`config.mk`:
```
export PLATFORM = sky130hd
export DESIGN_NAME = psc_control
export DESIGN_NICKNAME = d
export VERILOG_FILES = /design/src/core/psc_pkg.sv /design/src/core/psc_control.sv
export VERILOG_INCLUDE_DIRS = /design/src /design/src/core
export SDC_FILE = /design/constraint.sdc
export NUM_CORES = 1
export LEC_CHECK = 0
export BUFFER_PORTS_ARGS = -buffer_cell sky130_fd_sc_hd__buf_2
export CAP_MARGIN = 20
export CELL_PAD_IN_SITES_DETAIL_PLACEMENT = 1
export CELL_PAD_IN_SITES_GLOBAL_PLACEMENT = 1
export CORE_ASPECT_RATIO = 0.9
export CORE_UTILIZATION = 44
export DETAILED_ROUTE_END_ITERATION = 8
export PLACE_DENSITY_LB_ADDON = 0.1
export SYNTH_ARGS = -nofsm -noshare
export SYNTH_HDL_FRONTEND = slang
export SYNTH_SLANG_ARGS = --single-unit
```
`constraint.sdc`:
```
create_clock -name pclk -period 3.35 [get_ports pclk]
set_input_delay 0.67 -clock pclk [delete_from_list [all_inputs] [get_ports pclk]]
set_output_delay 0.67 -clock pclk [all_outputs]
set_load 0.005 [all_outputs]
```
`src/core/psc_defs.svh`:
```
// constants for the privilege and processing state controller
`ifndef PSC_DEFS_SVH
`define PSC_DEFS_SVH

// ==========================================
// state word layout and reset value
`define PSC_SW_S 13
`define PSC_SW_M 12
`define PSC_SW_RESET 16'h2700

// ==========================================
// apb register byte offsets
`define PSC_OFF_STATE 12'h000
`define PSC_OFF_USP 12'h004
`define PSC_OFF_ISP 12'h008
`define PSC_OFF_TSP 12'h00c
`define PSC_OFF_ACTSP 12'h010

// ==========================================
// transfer modifier codes
`define PSC_TM_USER_DATA 3'h1
`define PSC_TM_USER_PROG 3'h2
`define PSC_TM_SUP_DATA 3'h5
`define PSC_TM_SUP_PROG 3'h6

// ==========================================
// active stack pointer selection codes
`define PSC_SP_USER 2'h0
`define PSC_SP_INTR 2'h1
`define PSC_SP_TASK 2'h2

`endif

```
`src/core/psc_pkg.sv`:
```
// types for the privilege and processing state controller
package psc_pkg;

	// processing state, one-hot
	typedef enum logic [3:0] {
		PSC_NORMAL = 4'h1,
		PSC_EXCEPT = 4'h2,
		PSC_STOPPED = 4'h4,
		PSC_HALTED = 4'h8
	} psc_state_t;

	// instruction classes reported by the execute unit
	typedef enum logic [2:0] {
		PSC_OP_OTHER = 3'h0,
		PSC_OP_MOVE_SW = 3'h1,
		PSC_OP_AND_SW = 3'h2,
		PSC_OP_XOR_SW = 3'h3,
		PSC_OP_OR_SW = 3'h4,
		PSC_OP_RETURN = 3'h5,
		PSC_OP_STOP = 3'h6,
		PSC_OP_RESET = 3'h7
	} psc_op_t;

	// exception causes
	typedef enum logic [1:0] {
		PSC_EXC_INTR = 2'h0,
		PSC_EXC_TRAP = 2'h1,
		PSC_EXC_TRACE = 2'h2,
		PSC_EXC_OTHER = 2'h3
	} psc_exc_t;

	// complete state of the controller
	typedef struct packed {
		psc_state_t st;
		logic [15:0] sw;
		logic [15:0] saved_sw;
		logic [31:0] user_stack_pointer;
		logic [31:0] interrupt_stack_pointer;
		logic [31:0] tsp;
		logic [31:0] act_sp;
		logic [2:0] tm;
		logic bus_en;
		logic [1:0] sp_sel;
		logic push;
		logic flush;
		logic priv_viol;
		logic restore_full;
		logic [4:0] release_words;
		logic reset_ext;
		logic pready;
		logic [31:0] prdata;
		logic pslverr;
	} psc_regs_t;

endpackage

```
`src/core/psc_control.sv`:
```
// privilege level, stack select and processing state controller
`timescale 1ns/1ps
`include "psc_defs.svh"
`default_nettype none

module psc_control #(
	// format code that marks an access fault frame, and the words each kind
	// of frame gives back to the stack on return; plain defaults, to be set
	// to the frame layout of the core this block sits in
	parameter logic [3:0] FAULT_FORMAT = 4'h7,
	parameter logic [4:0] SHORT_FRAME_WORDS = 5'h04,
	parameter logic [4:0] FAULT_FRAME_WORDS = 5'h1e
) (
	input wire logic pclk,
	input wire logic presetn,
	// apb slave
	input wire logic psel,
	input wire logic penable,
	input wire logic pwrite,
	input wire logic [11:0] paddr,
	input wire logic [31:0] pwdata,
	output logic [31:0] prdata,
	output logic pready,
	output logic pslverr,
	// execute unit, same clock
	// pulses below are one cycle wide and on this clock, so no synchronisers
	input wire logic ins_valid,
	input wire logic [2:0] ins_op,
	input wire logic [15:0] ins_operand,
	input wire logic exc_req,
	input wire logic [1:0] exc_kind,
	input wire logic bus_error,
	input wire logic address_error,
	input wire logic handler_start,
	input wire logic [3:0] frame_format,
	input wire logic [15:0] frame_sw,
	input wire logic acc_prog,
	// external bus side and status
	// every output below comes straight from a register
	output logic [2:0] transfer_modifier_lines,
	output logic bus_enable,
	output logic [1:0] stack_select,
	output logic [31:0] active_sp,
	output logic push_state_word,
	output logic [15:0] pushed_state_word,
	output logic pipe_flush,
	output logic priv_violation,
	output logic restore_full_state,
	output logic [4:0] release_words,
	output logic reset_external,
	output logic [3:0] proc_state,
	output logic [15:0] processor_state_word
);

	// whole state in one struct: one process computes it, one registers it
	psc_pkg::psc_regs_t r_reg;
	psc_pkg::psc_regs_t r_next;
	// pointer picked by the current selection, registered one cycle later
	logic [31:0] act_sp;

	// ==========================================
	// combinational helpers
	// decodes that the next-state logic and the bus share
	logic sup;
	logic in_exc;
	logic fault;
	logic refused;
	logic entry_req;
	logic intr_entry;
	logic sw_write_ok;
	logic halt_now;
	logic sel_state;
	logic sel_usp;
	logic sel_isp;
	logic sel_tsp;
	logic sel_actsp;
	logic wr_commit;
	logic wr_usp;
	logic wr_isp;
	logic wr_tsp;
	logic privileged;
	logic is_sw_op;
	logic [15:0] sw_new;
	logic mapped;
	logic [31:0] rd_mux;
	logic fault_frame;
	psc_pkg::psc_op_t op;

	// op codes arrive as a plain bus from the execute unit
	assign op = psc_pkg::psc_op_t'(ins_op);
	// only the privilege flag decides, stack select is not looked at
	assign sup = r_reg.sw[`PSC_SW_S];
	assign in_exc = (r_reg.st == psc_pkg::PSC_EXCEPT);
	// everything that writes the state word or stops the core is privileged;
	// reset counts as well, as it drives the system reset line
	assign is_sw_op = (op == psc_pkg::PSC_OP_MOVE_SW) || (op == psc_pkg::PSC_OP_AND_SW) ||
		(op == psc_pkg::PSC_OP_XOR_SW) || (op == psc_pkg::PSC_OP_OR_SW) ||
		(op == psc_pkg::PSC_OP_RETURN);
	assign privileged = is_sw_op || (op == psc_pkg::PSC_OP_STOP) ||
		(op == psc_pkg::PSC_OP_RESET);
	// any other format is a short frame: word and counter only
	assign fault_frame = (frame_format == FAULT_FORMAT);

	// ==========================================
	// event qualifiers for the state machine
	// named once here so that every branch below tests the same thing
	// an access fault outranks a request or an instruction in the same cycle
	assign fault = bus_error || address_error;
	// a privileged class seen at user level is refused, never executed
	assign refused = ins_valid && privileged && !sup;
	// any of these starts exception processing from normal state
	assign entry_req = exc_req || fault || refused;
	// only a clean interrupt request drops the stack select on entry;
	// a fault in the same cycle is taken as the fault instead
	assign intr_entry = exc_req && !fault &&
		(exc_kind == psc_pkg::PSC_EXC_INTR);
	// privileged work that may run: supervisor level and nothing pending
	assign sw_write_ok = ins_valid && privileged && sup && !exc_req && !fault;
	// a second fault before the handler starts cannot be recovered, since
	// the frame of the first one is not complete yet
	assign halt_now = in_exc && fault;

	// ==========================================
	// register selects
	// offsets are byte addresses of aligned 32-bit words
	// one decode shared by reads and writes keeps the two maps in step
	assign sel_state = (paddr == `PSC_OFF_STATE);
	assign sel_usp = (paddr == `PSC_OFF_USP);
	assign sel_isp = (paddr == `PSC_OFF_ISP);
	assign sel_tsp = (paddr == `PSC_OFF_TSP);
	assign sel_actsp = (paddr == `PSC_OFF_ACTSP);
	// a write lands only in the access cycle that the slave has made ready
	assign wr_commit = psel && penable && pwrite && r_reg.pready;
	// state word and active pointer are read only from software, so a
	// stray write cannot bypass the privilege checks
	assign wr_usp = wr_commit && sel_usp;
	assign wr_isp = wr_commit && sel_isp;
	assign wr_tsp = wr_commit && sel_tsp;

	// new state word from the state word writers
	always_comb begin
		case (op)
			psc_pkg::PSC_OP_MOVE_SW: sw_new = ins_operand;
			psc_pkg::PSC_OP_AND_SW: sw_new = r_reg.sw & ins_operand;
			psc_pkg::PSC_OP_XOR_SW: sw_new = r_reg.sw ^ ins_operand;
			psc_pkg::PSC_OP_OR_SW: sw_new = r_reg.sw | ins_operand;
			psc_pkg::PSC_OP_RETURN: sw_new = frame_sw;
			// stop and reset leave the word alone: only the listed writers
			// may touch the stack select
			default: sw_new = r_reg.sw;
		endcase
	end

	// apb address decode
	// unmapped offsets read zero and raise an error
	always_comb begin
		mapped = 1'b1;
		rd_mux = 32'h0000_0000;
		if (sel_state) begin
			rd_mux = {12'h000, r_reg.st, r_reg.sw};
		end else if (sel_usp) begin
			rd_mux = r_reg.user_stack_pointer;
		end else if (sel_isp) begin
			rd_mux = r_reg.interrupt_stack_pointer;
		end else if (sel_tsp) begin
			rd_mux = r_reg.tsp;
		end else if (sel_actsp) begin
			rd_mux = act_sp;
		end else begin
			mapped = 1'b0;
		end
	end

	// ==========================================
	// next state
	always_comb begin
		r_next = r_reg;
		// one-cycle strobes fall back every cycle
		r_next.push = 1'b0;
		r_next.flush = 1'b0;
		r_next.priv_viol = 1'b0;
		r_next.restore_full = 1'b0;
		r_next.release_words = 5'h00;
		r_next.reset_ext = 1'b0;

		case (r_reg.st)
			psc_pkg::PSC_NORMAL: begin
				if (entry_req) begin
					// the pushed word is the one in force before entry; the
					// privilege flag goes up in the same edge but after the copy
					r_next.st = psc_pkg::PSC_EXCEPT;
					r_next.push = 1'b1;
					r_next.saved_sw = r_reg.sw;
					r_next.sw[`PSC_SW_S] = 1'b1;
					if (intr_entry) begin
						r_next.sw[`PSC_SW_M] = 1'b0;
					end
					// refused instruction raises a privilege violation when no request or fault comes in the same cycle
					r_next.priv_viol = refused && !exc_req && !fault;
				end else if (sw_write_ok) begin
					// supervisor level: word writers, stop and reset take effect
					r_next.sw = sw_new;
					// the new level may change the fetch space, refetch all
					if (is_sw_op) begin
						r_next.flush = 1'b1;
					end
					// stop: no bus cycles until an exception wakes the core
					if (op == psc_pkg::PSC_OP_STOP) begin
						r_next.st = psc_pkg::PSC_STOPPED;
					end
					// reset pulses the external reset line for one cycle
					if (op == psc_pkg::PSC_OP_RESET) begin
						r_next.reset_ext = 1'b1;
					end
					if (op == psc_pkg::PSC_OP_RETURN) begin
						// frame format picks restore depth and stack release
						r_next.restore_full = fault_frame;
						r_next.release_words = fault_frame ?
							FAULT_FRAME_WORDS : SHORT_FRAME_WORDS;
					end
				end
			end
			psc_pkg::PSC_STOPPED: begin
				// only an exception wakes a stopped core
				// faults cannot arrive: no bus cycles run while stopped
				if (exc_req) begin
					r_next.st = psc_pkg::PSC_EXCEPT;
					r_next.push = 1'b1;
					r_next.saved_sw = r_reg.sw;
					r_next.sw[`PSC_SW_S] = 1'b1;
					if (exc_kind == psc_pkg::PSC_EXC_INTR) begin
						r_next.sw[`PSC_SW_M] = 1'b0;
					end
				end
			end
			psc_pkg::PSC_EXCEPT: begin
				// a second fault before the handler runs is fatal
				if (halt_now) begin
					r_next.st = psc_pkg::PSC_HALTED;
				end else if (handler_start) begin
					r_next.st = psc_pkg::PSC_NORMAL;
				end
			end
			default: begin
				// halted: nothing but reset changes state or word; bus pointer writes still land
				// the word is kept so that a debugger can see where it stopped
				r_next.st = psc_pkg::PSC_HALTED;
				r_next.sw = r_reg.sw;
			end
		endcase

		// bus cycles only in normal or exception processing
		// taken from the next state so the enable drops with the state change
		r_next.bus_en = (r_next.st == psc_pkg::PSC_NORMAL) ||
			(r_next.st == psc_pkg::PSC_EXCEPT);
		// privilege class follows the word in force for the cycle
		// exception processing is supervisor whatever the word holds
		if (r_next.sw[`PSC_SW_S] || r_next.st == psc_pkg::PSC_EXCEPT) begin
			r_next.tm = acc_prog ? `PSC_TM_SUP_PROG : `PSC_TM_SUP_DATA;
			r_next.sp_sel = r_next.sw[`PSC_SW_M] ? `PSC_SP_TASK : `PSC_SP_INTR;
		end else begin
			r_next.tm = acc_prog ? `PSC_TM_USER_PROG : `PSC_TM_USER_DATA;
			r_next.sp_sel = `PSC_SP_USER;
		end

		// registered copy of the pointer picked by the selection of the
		// cycle before; software reads the live one over the bus
		r_next.act_sp = act_sp;

		// apb: setup cycle prepares the answer, access cycle commits;
		// ready and error stand for the access cycle only
		r_next.pready = 1'b0;
		r_next.pslverr = 1'b0;
		if (psel && !penable) begin
			r_next.pready = 1'b1;
			r_next.prdata = pwrite ? 32'h0000_0000 : rd_mux;
			r_next.pslverr = !mapped;
		end
		// pointer writes, at most one per access cycle
		if (wr_usp) begin
			r_next.user_stack_pointer = pwdata;
		end else if (wr_isp) begin
			r_next.interrupt_stack_pointer = pwdata;
		end else if (wr_tsp) begin
			r_next.tsp = pwdata;
		end
	end

	// ==========================================
	// live pointer for the current selection
	always_comb begin
		case (r_reg.sp_sel)
			`PSC_SP_TASK: act_sp = r_reg.tsp;
			`PSC_SP_INTR: act_sp = r_reg.interrupt_stack_pointer;
			default: act_sp = r_reg.user_stack_pointer;
		endcase
	end

	// ==========================================
	// registers; reset comes up supervisor, interrupt pointer
	// no strobe is high out of reset, so the bus may start at the first
	// edge after release
	always_ff @(posedge pclk or negedge presetn) begin
		if (!presetn) begin
			r_reg.st <= psc_pkg::PSC_NORMAL;
			r_reg.sw <= `PSC_SW_RESET;
			r_reg.saved_sw <= 16'h0000;
			r_reg.user_stack_pointer <= 32'h0000_0000;
			r_reg.interrupt_stack_pointer <= 32'h0000_0000;
			r_reg.tsp <= 32'h0000_0000;
			r_reg.tm <= `PSC_TM_SUP_PROG;
			r_reg.bus_en <= 1'b1;
			r_reg.sp_sel <= `PSC_SP_INTR;
			r_reg.push <= 1'b0;
			r_reg.flush <= 1'b0;
			r_reg.priv_viol <= 1'b0;
			r_reg.restore_full <= 1'b0;
			r_reg.release_words <= 5'h00;
			r_reg.reset_ext <= 1'b0;
			r_reg.pready <= 1'b0;
			r_reg.prdata <= 32'h0000_0000;
			r_reg.pslverr <= 1'b0;
			r_reg.act_sp <= 32'h0000_0000;
		end else begin
			r_reg <= r_next;
		end
	end

	// ==========================================
	// outputs, all straight from flops
	// nothing combinational reaches a pin, so far-side timing stays clean
	assign prdata = r_reg.prdata;
	assign pready = r_reg.pready;
	assign pslverr = r_reg.pslverr;
	assign transfer_modifier_lines = r_reg.tm;
	assign bus_enable = r_reg.bus_en;
	assign stack_select = r_reg.sp_sel;
	assign active_sp = r_reg.act_sp;
	assign push_state_word = r_reg.push;
	assign pushed_state_word = r_reg.saved_sw;
	assign pipe_flush = r_reg.flush;
	assign priv_violation = r_reg.priv_viol;
	assign restore_full_state = r_reg.restore_full;
	assign release_words = r_reg.release_words;
	assign reset_external = r_reg.reset_ext;
	assign proc_state = r_reg.st;
	assign processor_state_word = r_reg.sw;

endmodule

`default_nettype wire

```
# == After elaboration in Yosys (flattened, before gate mapping) ==
# Index checks and enable logic that the tools add are counted.
# Widths: inputs -> output; s select.
# word_totals
output_inout_bits,118
in_bits,96
regBits,214
# classes
bitwise,6
n_reduce_logical,41
n_mux,47
n_eq_ne,21
# op_table
operator,n
$mux 32,6
$pmux 16 s5,1
$pmux 32 s2,1
$mux 34,1
$mux 16,2
$pmux 16 s2,1
$eq 12x4->1 const B,2
$mux 20,1
$mux 4,5
$logic_and 1x1->1,17
$and 16x16->16,1
$or 16x16->16,1
$xor 16x16->16,1
$mux 1,14
$mux 7,2
$eq 12x3->1 const B,1
$eq 12x5->1 const B,1
$eq 3x3->1 const B,4
$logic_not 12->1,1
$mux 2,6
$pmux 4 s3,1
$logic_or 1x1->1,11
$mux 9,1
$eq 4x1->1 const B,2
20 further kinds,31

# == Depth between registers and ports, before layout ==
# Gate-level depths: netlist of the first run.
# logic_depth
word_depth,17
depth_mapped,9

# == Worst setup path before layout of the first run ==
# No wires, ideal clock.
# synth_timing
path_kind,input port to flip-flop
startpoint,input port paddr[9]
endpoint,register r_reg[114] (netlist bit)
t_required_ns,3.225
setup_slack_ns,0.476
arrival_ns,2.749
path_stages,8
path_buffers,3
path_cell_list,or4_4 or3_1 buf_2 or3_1 buf_4 nor2_8 buf_12 mux2_4
# synth_via
elab_chain_len,4
elab_cells_between_ends,6
classes_between,eq/ne: 2; bitwise: 1; reduce/logical: 3
# synth_rtl
item,line,source
from (decl),psc_control.sv:20,"input wire logic [11:0] paddr,"
$eq 12x3->1 (no source line),n/a,
$logic_and 1x1->1,psc_control.sv:136,assign wr_usp = wr_commit && sel_usp;
$not 1->1 (no source line),n/a,
$reduce_and 2->1 (no source line) (*),n/a,
to (signal assigned),psc_control.sv:325,r_reg <= r_next;
to (decl),psc_control.sv:56,psc_pkg::psc_regs_t r_reg;
# Mark *: on every way between the ends. The rest lies on a longest branch, timed or not.
# A chain may end at the register's enable or synchronous reset.

# == Final worst setup path of the first run ==
# layout_timing
startpoint,register r_reg (netlist bit proc_state[1])
endpoint,register r_reg (netlist bit pushed_state_word[4])
# layout_via
elab_chain_len,3
elab_cells_between_ends,7
classes_between,eq/ne: 4; mux: 1; reduce/logical: 2
# layout_rtl
item,line,source
$eq 4x1->1 or $eq 4x3->1 (tied branches),psc_control.sv:186,case (r_reg.st)
$ne 2x2->1 (no source line) or $reduce_bool 2->1 (tied branches),n/a,
$reduce_and 3->1 (no source line),n/a,
# Parallel ways exist; a longest one is shown, timed or not.

==> run metrics, run 1 <==
via count=8615; worst hold slack=0.136 ns; Slew HR=33.7%; Slew @ Worst Pin=0.995 ns; CTS Sinks=210; DRT iter0 DRCs=642; CP max FO=17; fmax=0.361 GHz; Placed Area=12100 um2; max-cap viol count=0; Pwr Total=5.65 mW; WL final=32.8 mm; number of vias per cell=5.61; die height=155 um; floorplan row count=55; DRC violations left=0; WP data arrival=3.17 ns; CTS max path bufs=3; antenna-violating nets left=0; cell area after layout=12900 um2; share of layout cells above drive strength 1=35.5%; RSZ-0062 raised after global routing=no; Tmin final=2.77 ns; synthesized area=11400 um2; setup TNS=0 ns; Synth area leader=dfrtp_1; Synth cell types=57; cell area power density=438 nW/um2; wire length per cell=21.4 um; global-route wire length before repair=51.4 mm; slowest CP cell=or4b_2; max reg flops=96; IO buf count=212; Post-synth EDFFs=0; total global-route track usage=24.9%; Synth-to-Final Area Change=12.8%; CTS tree=built; sequential share of the synthesized area=46.1%; post-route worst setup slack=0.578 ns; pin count of the biggest net entering global routing=83; Root Buffer=clkbuf_16; # IOs=214; die area=26600 um2; CP max stage delay=0.87 ns; fillcell total=2880; async set or reset register ratio after synthesis=100%; Post-DP HPWL=21.9 mm; Area contributors post-synth=dfrtp_1 44%, mux2_2 7.5%, buf_4 7.3%, o21ai_0 4.4%, mux2_4 3.9%; CP startpoint kind=register; Clk pin slew, worst setup/hold paths=0.06 ns; most frequent cell after synthesis=dfrtp_1; total CTS buffers=24; Top FF cell, synth=dfrtp_1; initial antenna violation count=1; Tcrit/Tclk final=82.8%; syn avg cell area=10.5 um2; grt ovf=0; Ys Warns=0; Fin Clk Skew=0.0199 ns; Setup Crit Path Kind=reg2reg; setup slack after placement=0.306 ns; CP Cell Sequence=or4b_2 -> o21ai_2 -> mux2_2; Post-synth top cells=201 x dfrtp_1, 111 x buf_4, 101 x o21ai_0; DR pass1 iterations=7; post-synth top area share=44.0%; Worst Hold Class=in2async; post-CTS sizing=0; Setup crit end kind=register; CP bufs+invs=0; Die Wd=172 um; Crit path required time=3.75 ns; maximum VDD drop=0.336 mV; Leakage=6.47 nW; number of global-route vias before repair=8892; crit-path leading delay family=simple AND/OR/NAND/NOR gates; core area=25300 um2; syn_nets=1214; setup violators final=0; nets@finish=1305; clk_lat worst skew=0.53 ns; htree depth=1; Final Hold Fails=0; fin. max-slew vios=0; gpl congestion=0.799; Starting Density=45.1%; cells after synthesis=1084; R2R Setup Slk=0.58 ns; # hold bufs at CTS=0; postcts setup bufs=0; outcome=finished, final reports clean; #FFs+latches synth=210
==> final cells by class <==
class,count,area [um2],share of cell area (%)
timing repair buffer,245,1380,10.7
sequential,210,5270,40.8
clock buffer,38,714,5.54
multi-input combinational,634,4820,37.4
inverter,60,225,1.75
tap,342,428,3.32
clock inverter,6,55.1,0.427
antenna,1,2.50,0.0194
==> worst paths after layout <==
kind | from | to | cells past startpoint
worst max-delay path | proc_state[1] | pushed_state_word[4] | 3
worst min-delay path | presetn | push_state_word | 1
worst max register to register | proc_state[1] | pushed_state_word[4] | 3
worst min register to register | prdata[6] | prdata[6] | 2
max in group asynchronous | presetn | r_reg[84] | 2
min in group pclk | acc_prog | transfer_modifier_lines[1] | 1
==> where the power goes <==
group	internal (mW)	total (mW)	switching (mW)
registers	2.57	2.58	0.0132
logic	0.167	0.454	0.287
clock network	1.54	2.61	1.08
==> worst reg2reg max path, delay by kind of cell (launching register included) <==
kind             cells  cell delay (ns)
flip-flops           1             0.50
AO/OA/AOI/OAI        1             0.84
multiplexers         1             0.44
AND/OR/NAND/NOR      1             0.87
==> per-stage QoR <==
step                std cells  util, %
global placement         1491     47.9
floorplan                1084        -
CTS                      1535     50.9
detailed placement       1491     47.9
finish                   1536     50.9
global route             1536     50.9
==> cell families (layout without fill, tap and decap cells) <==
| kind of cell | count (synthesis) | in the layout | share of synthesized area, % |
|---|---|---|---|
| compound gates | 306 | 306 | 17.7 |
| buf+inv | 240 | 349 | 12.1 |
| flops | 210 | 210 | 46.1 |
| simple gates | 176 | 176 | 8.06 |
| mux | 117 | 117 | 12.4 |
| fa+ha+maj | 34 | 34 | 3.72 |
| other cells | 1 | 2 | 0.0328 |
==> layout by cell type (no fill, tap or decap), types with 8 or more instances in the layout <==
| cell | count |
|---|---|
| nand2b_1 | 8 |
| mux2i_1 | 11 |
| a222oi_1 | 20 |
| clkbuf_16 | 25 |
| dfrtp_1 | 201 |
| ha_1 | 33 |
| a21oi_1 | 52 |
| o21ai_0 | 101 |
| a22oi_1 | 44 |
| inv_1 | 59 |
| clkbuf_1 | 9 |
| mux2_2 | 76 |
| buf_4 | 28 |
| mux2_4 | 30 |
| buf_2 | 211 |
| nor2_1 | 41 |
| o221ai_1 | 15 |
| nor2b_1 | 9 |
| a21bo_2 | 11 |
| a221oi_1 | 20 |
| dfstp_2 | 9 |
| o22ai_1 | 10 |
| nand2_1 | 60 |
| a21o_1 | 14 |
| and2_1 | 13 |
==> per-layer routing <==
metal | global-route usage [%] | share of wire (%) | up-vias
met1 | 34.1 | 45 | 4377
met4 | 8.01 | 2.3 | 0
li1 | - | - | 3949
met3 | 3.36 | 4.7 | 51
met5 | 0 | 0 | -
met2 | 40.7 | 48 | 238
(Power assumes the default switching activity.)
==> inputs of run 2 (changes only) <==
==> constraint.sdc (replaced) <==
create_clock -name pclk -period 2.8 [get_ports pclk]
set_input_delay 0.56 -clock pclk [delete_from_list [all_inputs] [get_ports pclk]]
set_output_delay 0.56 -clock pclk [all_outputs]
set_load 0.005 [all_outputs]
==> run metrics, run 2 (same netlist as run 1, synthesis figures left out) <==
outcome=finished, final reports clean; initial antenna violation count=1; R2R Setup Slk=0.43 ns; DRT iter0 DRCs=613; clk_lat worst skew=0.53 ns; fin. max-slew vios=0; Slew @ Worst Pin=0.862 ns; maximum VDD drop=0.318 mV; Tcrit/Tclk final=84.8%; nets@finish=1320; WP data arrival=2.78 ns; antenna-violating nets left=0; die height=155 um; # hold bufs at CTS=0; total global-route track usage=25.3%; reg2reg end=prdata[27]; max reg flops=96; Root Buffer=clkbuf_16; RSZ-0062 raised after global routing=no; share of layout cells above drive strength 1=36.9%; Reg2Reg Launch Point=stack_select[0]; Tmin final=2.37 ns; htree depth=1; pin count of the biggest net entering global routing=70; global-route wire length before repair=52.1 mm; setup slack after placement=-0.0626 ns; cell area power density=527 nW/um2; via count=8748; CTS tree=built; cell area after layout=13200 um2; number of vias per cell=5.64; wire length per cell=21.4 um; Slew HR=42.5%; Worst Hold Class=in2async; Starting Density=45.1%; Die Wd=172 um; setup violators final=0; # IOs=214; fin util=52.0%; die area=26600 um2; CTS Sinks=210; fmax=0.421 GHz; Crit path required time=3.21 ns; max-cap viol count=0; Final Hold Fails=0; post-CTS sizing=0; IO buf count=212; commonest non-fill, non-tap cell in the layout=buf_2; WL final=33.3 mm; Post-DP HPWL=22.5 mm; total CTS buffers=25; post-route worst setup slack=0.426 ns; postcts setup bufs=0; Setup crit end kind=register; CP max FO=29; Clk pin slew, worst setup/hold paths=0.06 ns; Fin Clk Skew=0.0167 ns; floorplan row count=55; grt ovf=0; core area=25300 um2; Synth-to-Final Area Change=15.2%; gpl congestion=0.769; DRC violations left=0; number of global-route vias before repair=9127; Leakage=6.59 nW; Setup Crit Path Kind=reg2reg; R2R depth=8; DR pass1 iterations=5; CP startpoint kind=register; Placed Area=12300 um2; most frequent cells in the layout=211 x buf_2, 201 x dfrtp_1, 101 x o21ai_0; CTS max path bufs=3
==> run 2: stage by stage <==
| step | TNS, ns | total power [mW] | std cells | hold slack, ns |
|---|---|---|---|---|
| floorplan | 0 | 3.42 | 1084 | 0.264 |
| global placement | -0.158 | 3.69 | 1505 | 0.485 |
| detailed placement | -1.08 | 3.70 | 1505 | 0.491 |
| CTS | 0 | 6.99 | 1551 | 0.0373 |
| global route | 0 | 7.16 | 1552 | 0.0592 |
| finish | 0 | 6.94 | 1552 | 0.0257 |
==> run 2: how the worst max path moves through the flow <==
stage,start,end,depth (start not counted)
6_report,stack_select[0],prdata[27],8
5_1_grt,stack_select[0],prdata[27],8
4_1_cts,stack_select[0],prdata[27],8
3_5_place_dp,paddr[9],r_reg[135],7
3_3_place_gp,paddr[9],r_reg[135],7
2_1_floorplan,paddr[9],r_reg[114],8
==> run 2: worst max-delay path: stages, from the launching register on <==
cell and delay [ns]:
dfstp_2 0.54, inv_1 0.04, ha_2 0.72, buf_12 0.24, nand2_1 0.06, o21ai_0 0.12, a21bo_2 0.18, o21ai_0 0.09
o21ai_0 0.24
==> run 2: final cells by class <==
| cell class | count | area [um2] |
|---|---|---|
| clock buffer | 34 | 719 |
| antenna | 1 | 2.50 |
| fill | 2861 | 12200 |
| timing repair buffer | 259 | 1590 |
| tap | 342 | 428 |
| inverter | 60 | 225 |
| sequential | 210 | 5270 |
| multi-input combinational | 634 | 4820 |
| clock inverter | 12 | 119 |
==> run 2: metal layers <==
layer / track usage (%) / vias up / wire length (um)
li1: - / 3982 / -
met1: 35.2 / 4471 / 15000
met2: 42.0 / 248 / 16300
met3: 3.23 / 47 / 1420
met4: 5.52 / 0 / 571
met5: 0 / - / 0
==> run 2: report_power, final <==
| part | switching [mW] | internal (mW) |
|---|---|---|
| Clock | 1.31 | 1.98 |
| Combinational | 0.347 | 0.205 |
| Sequential | 0.0158 | 3.07 |
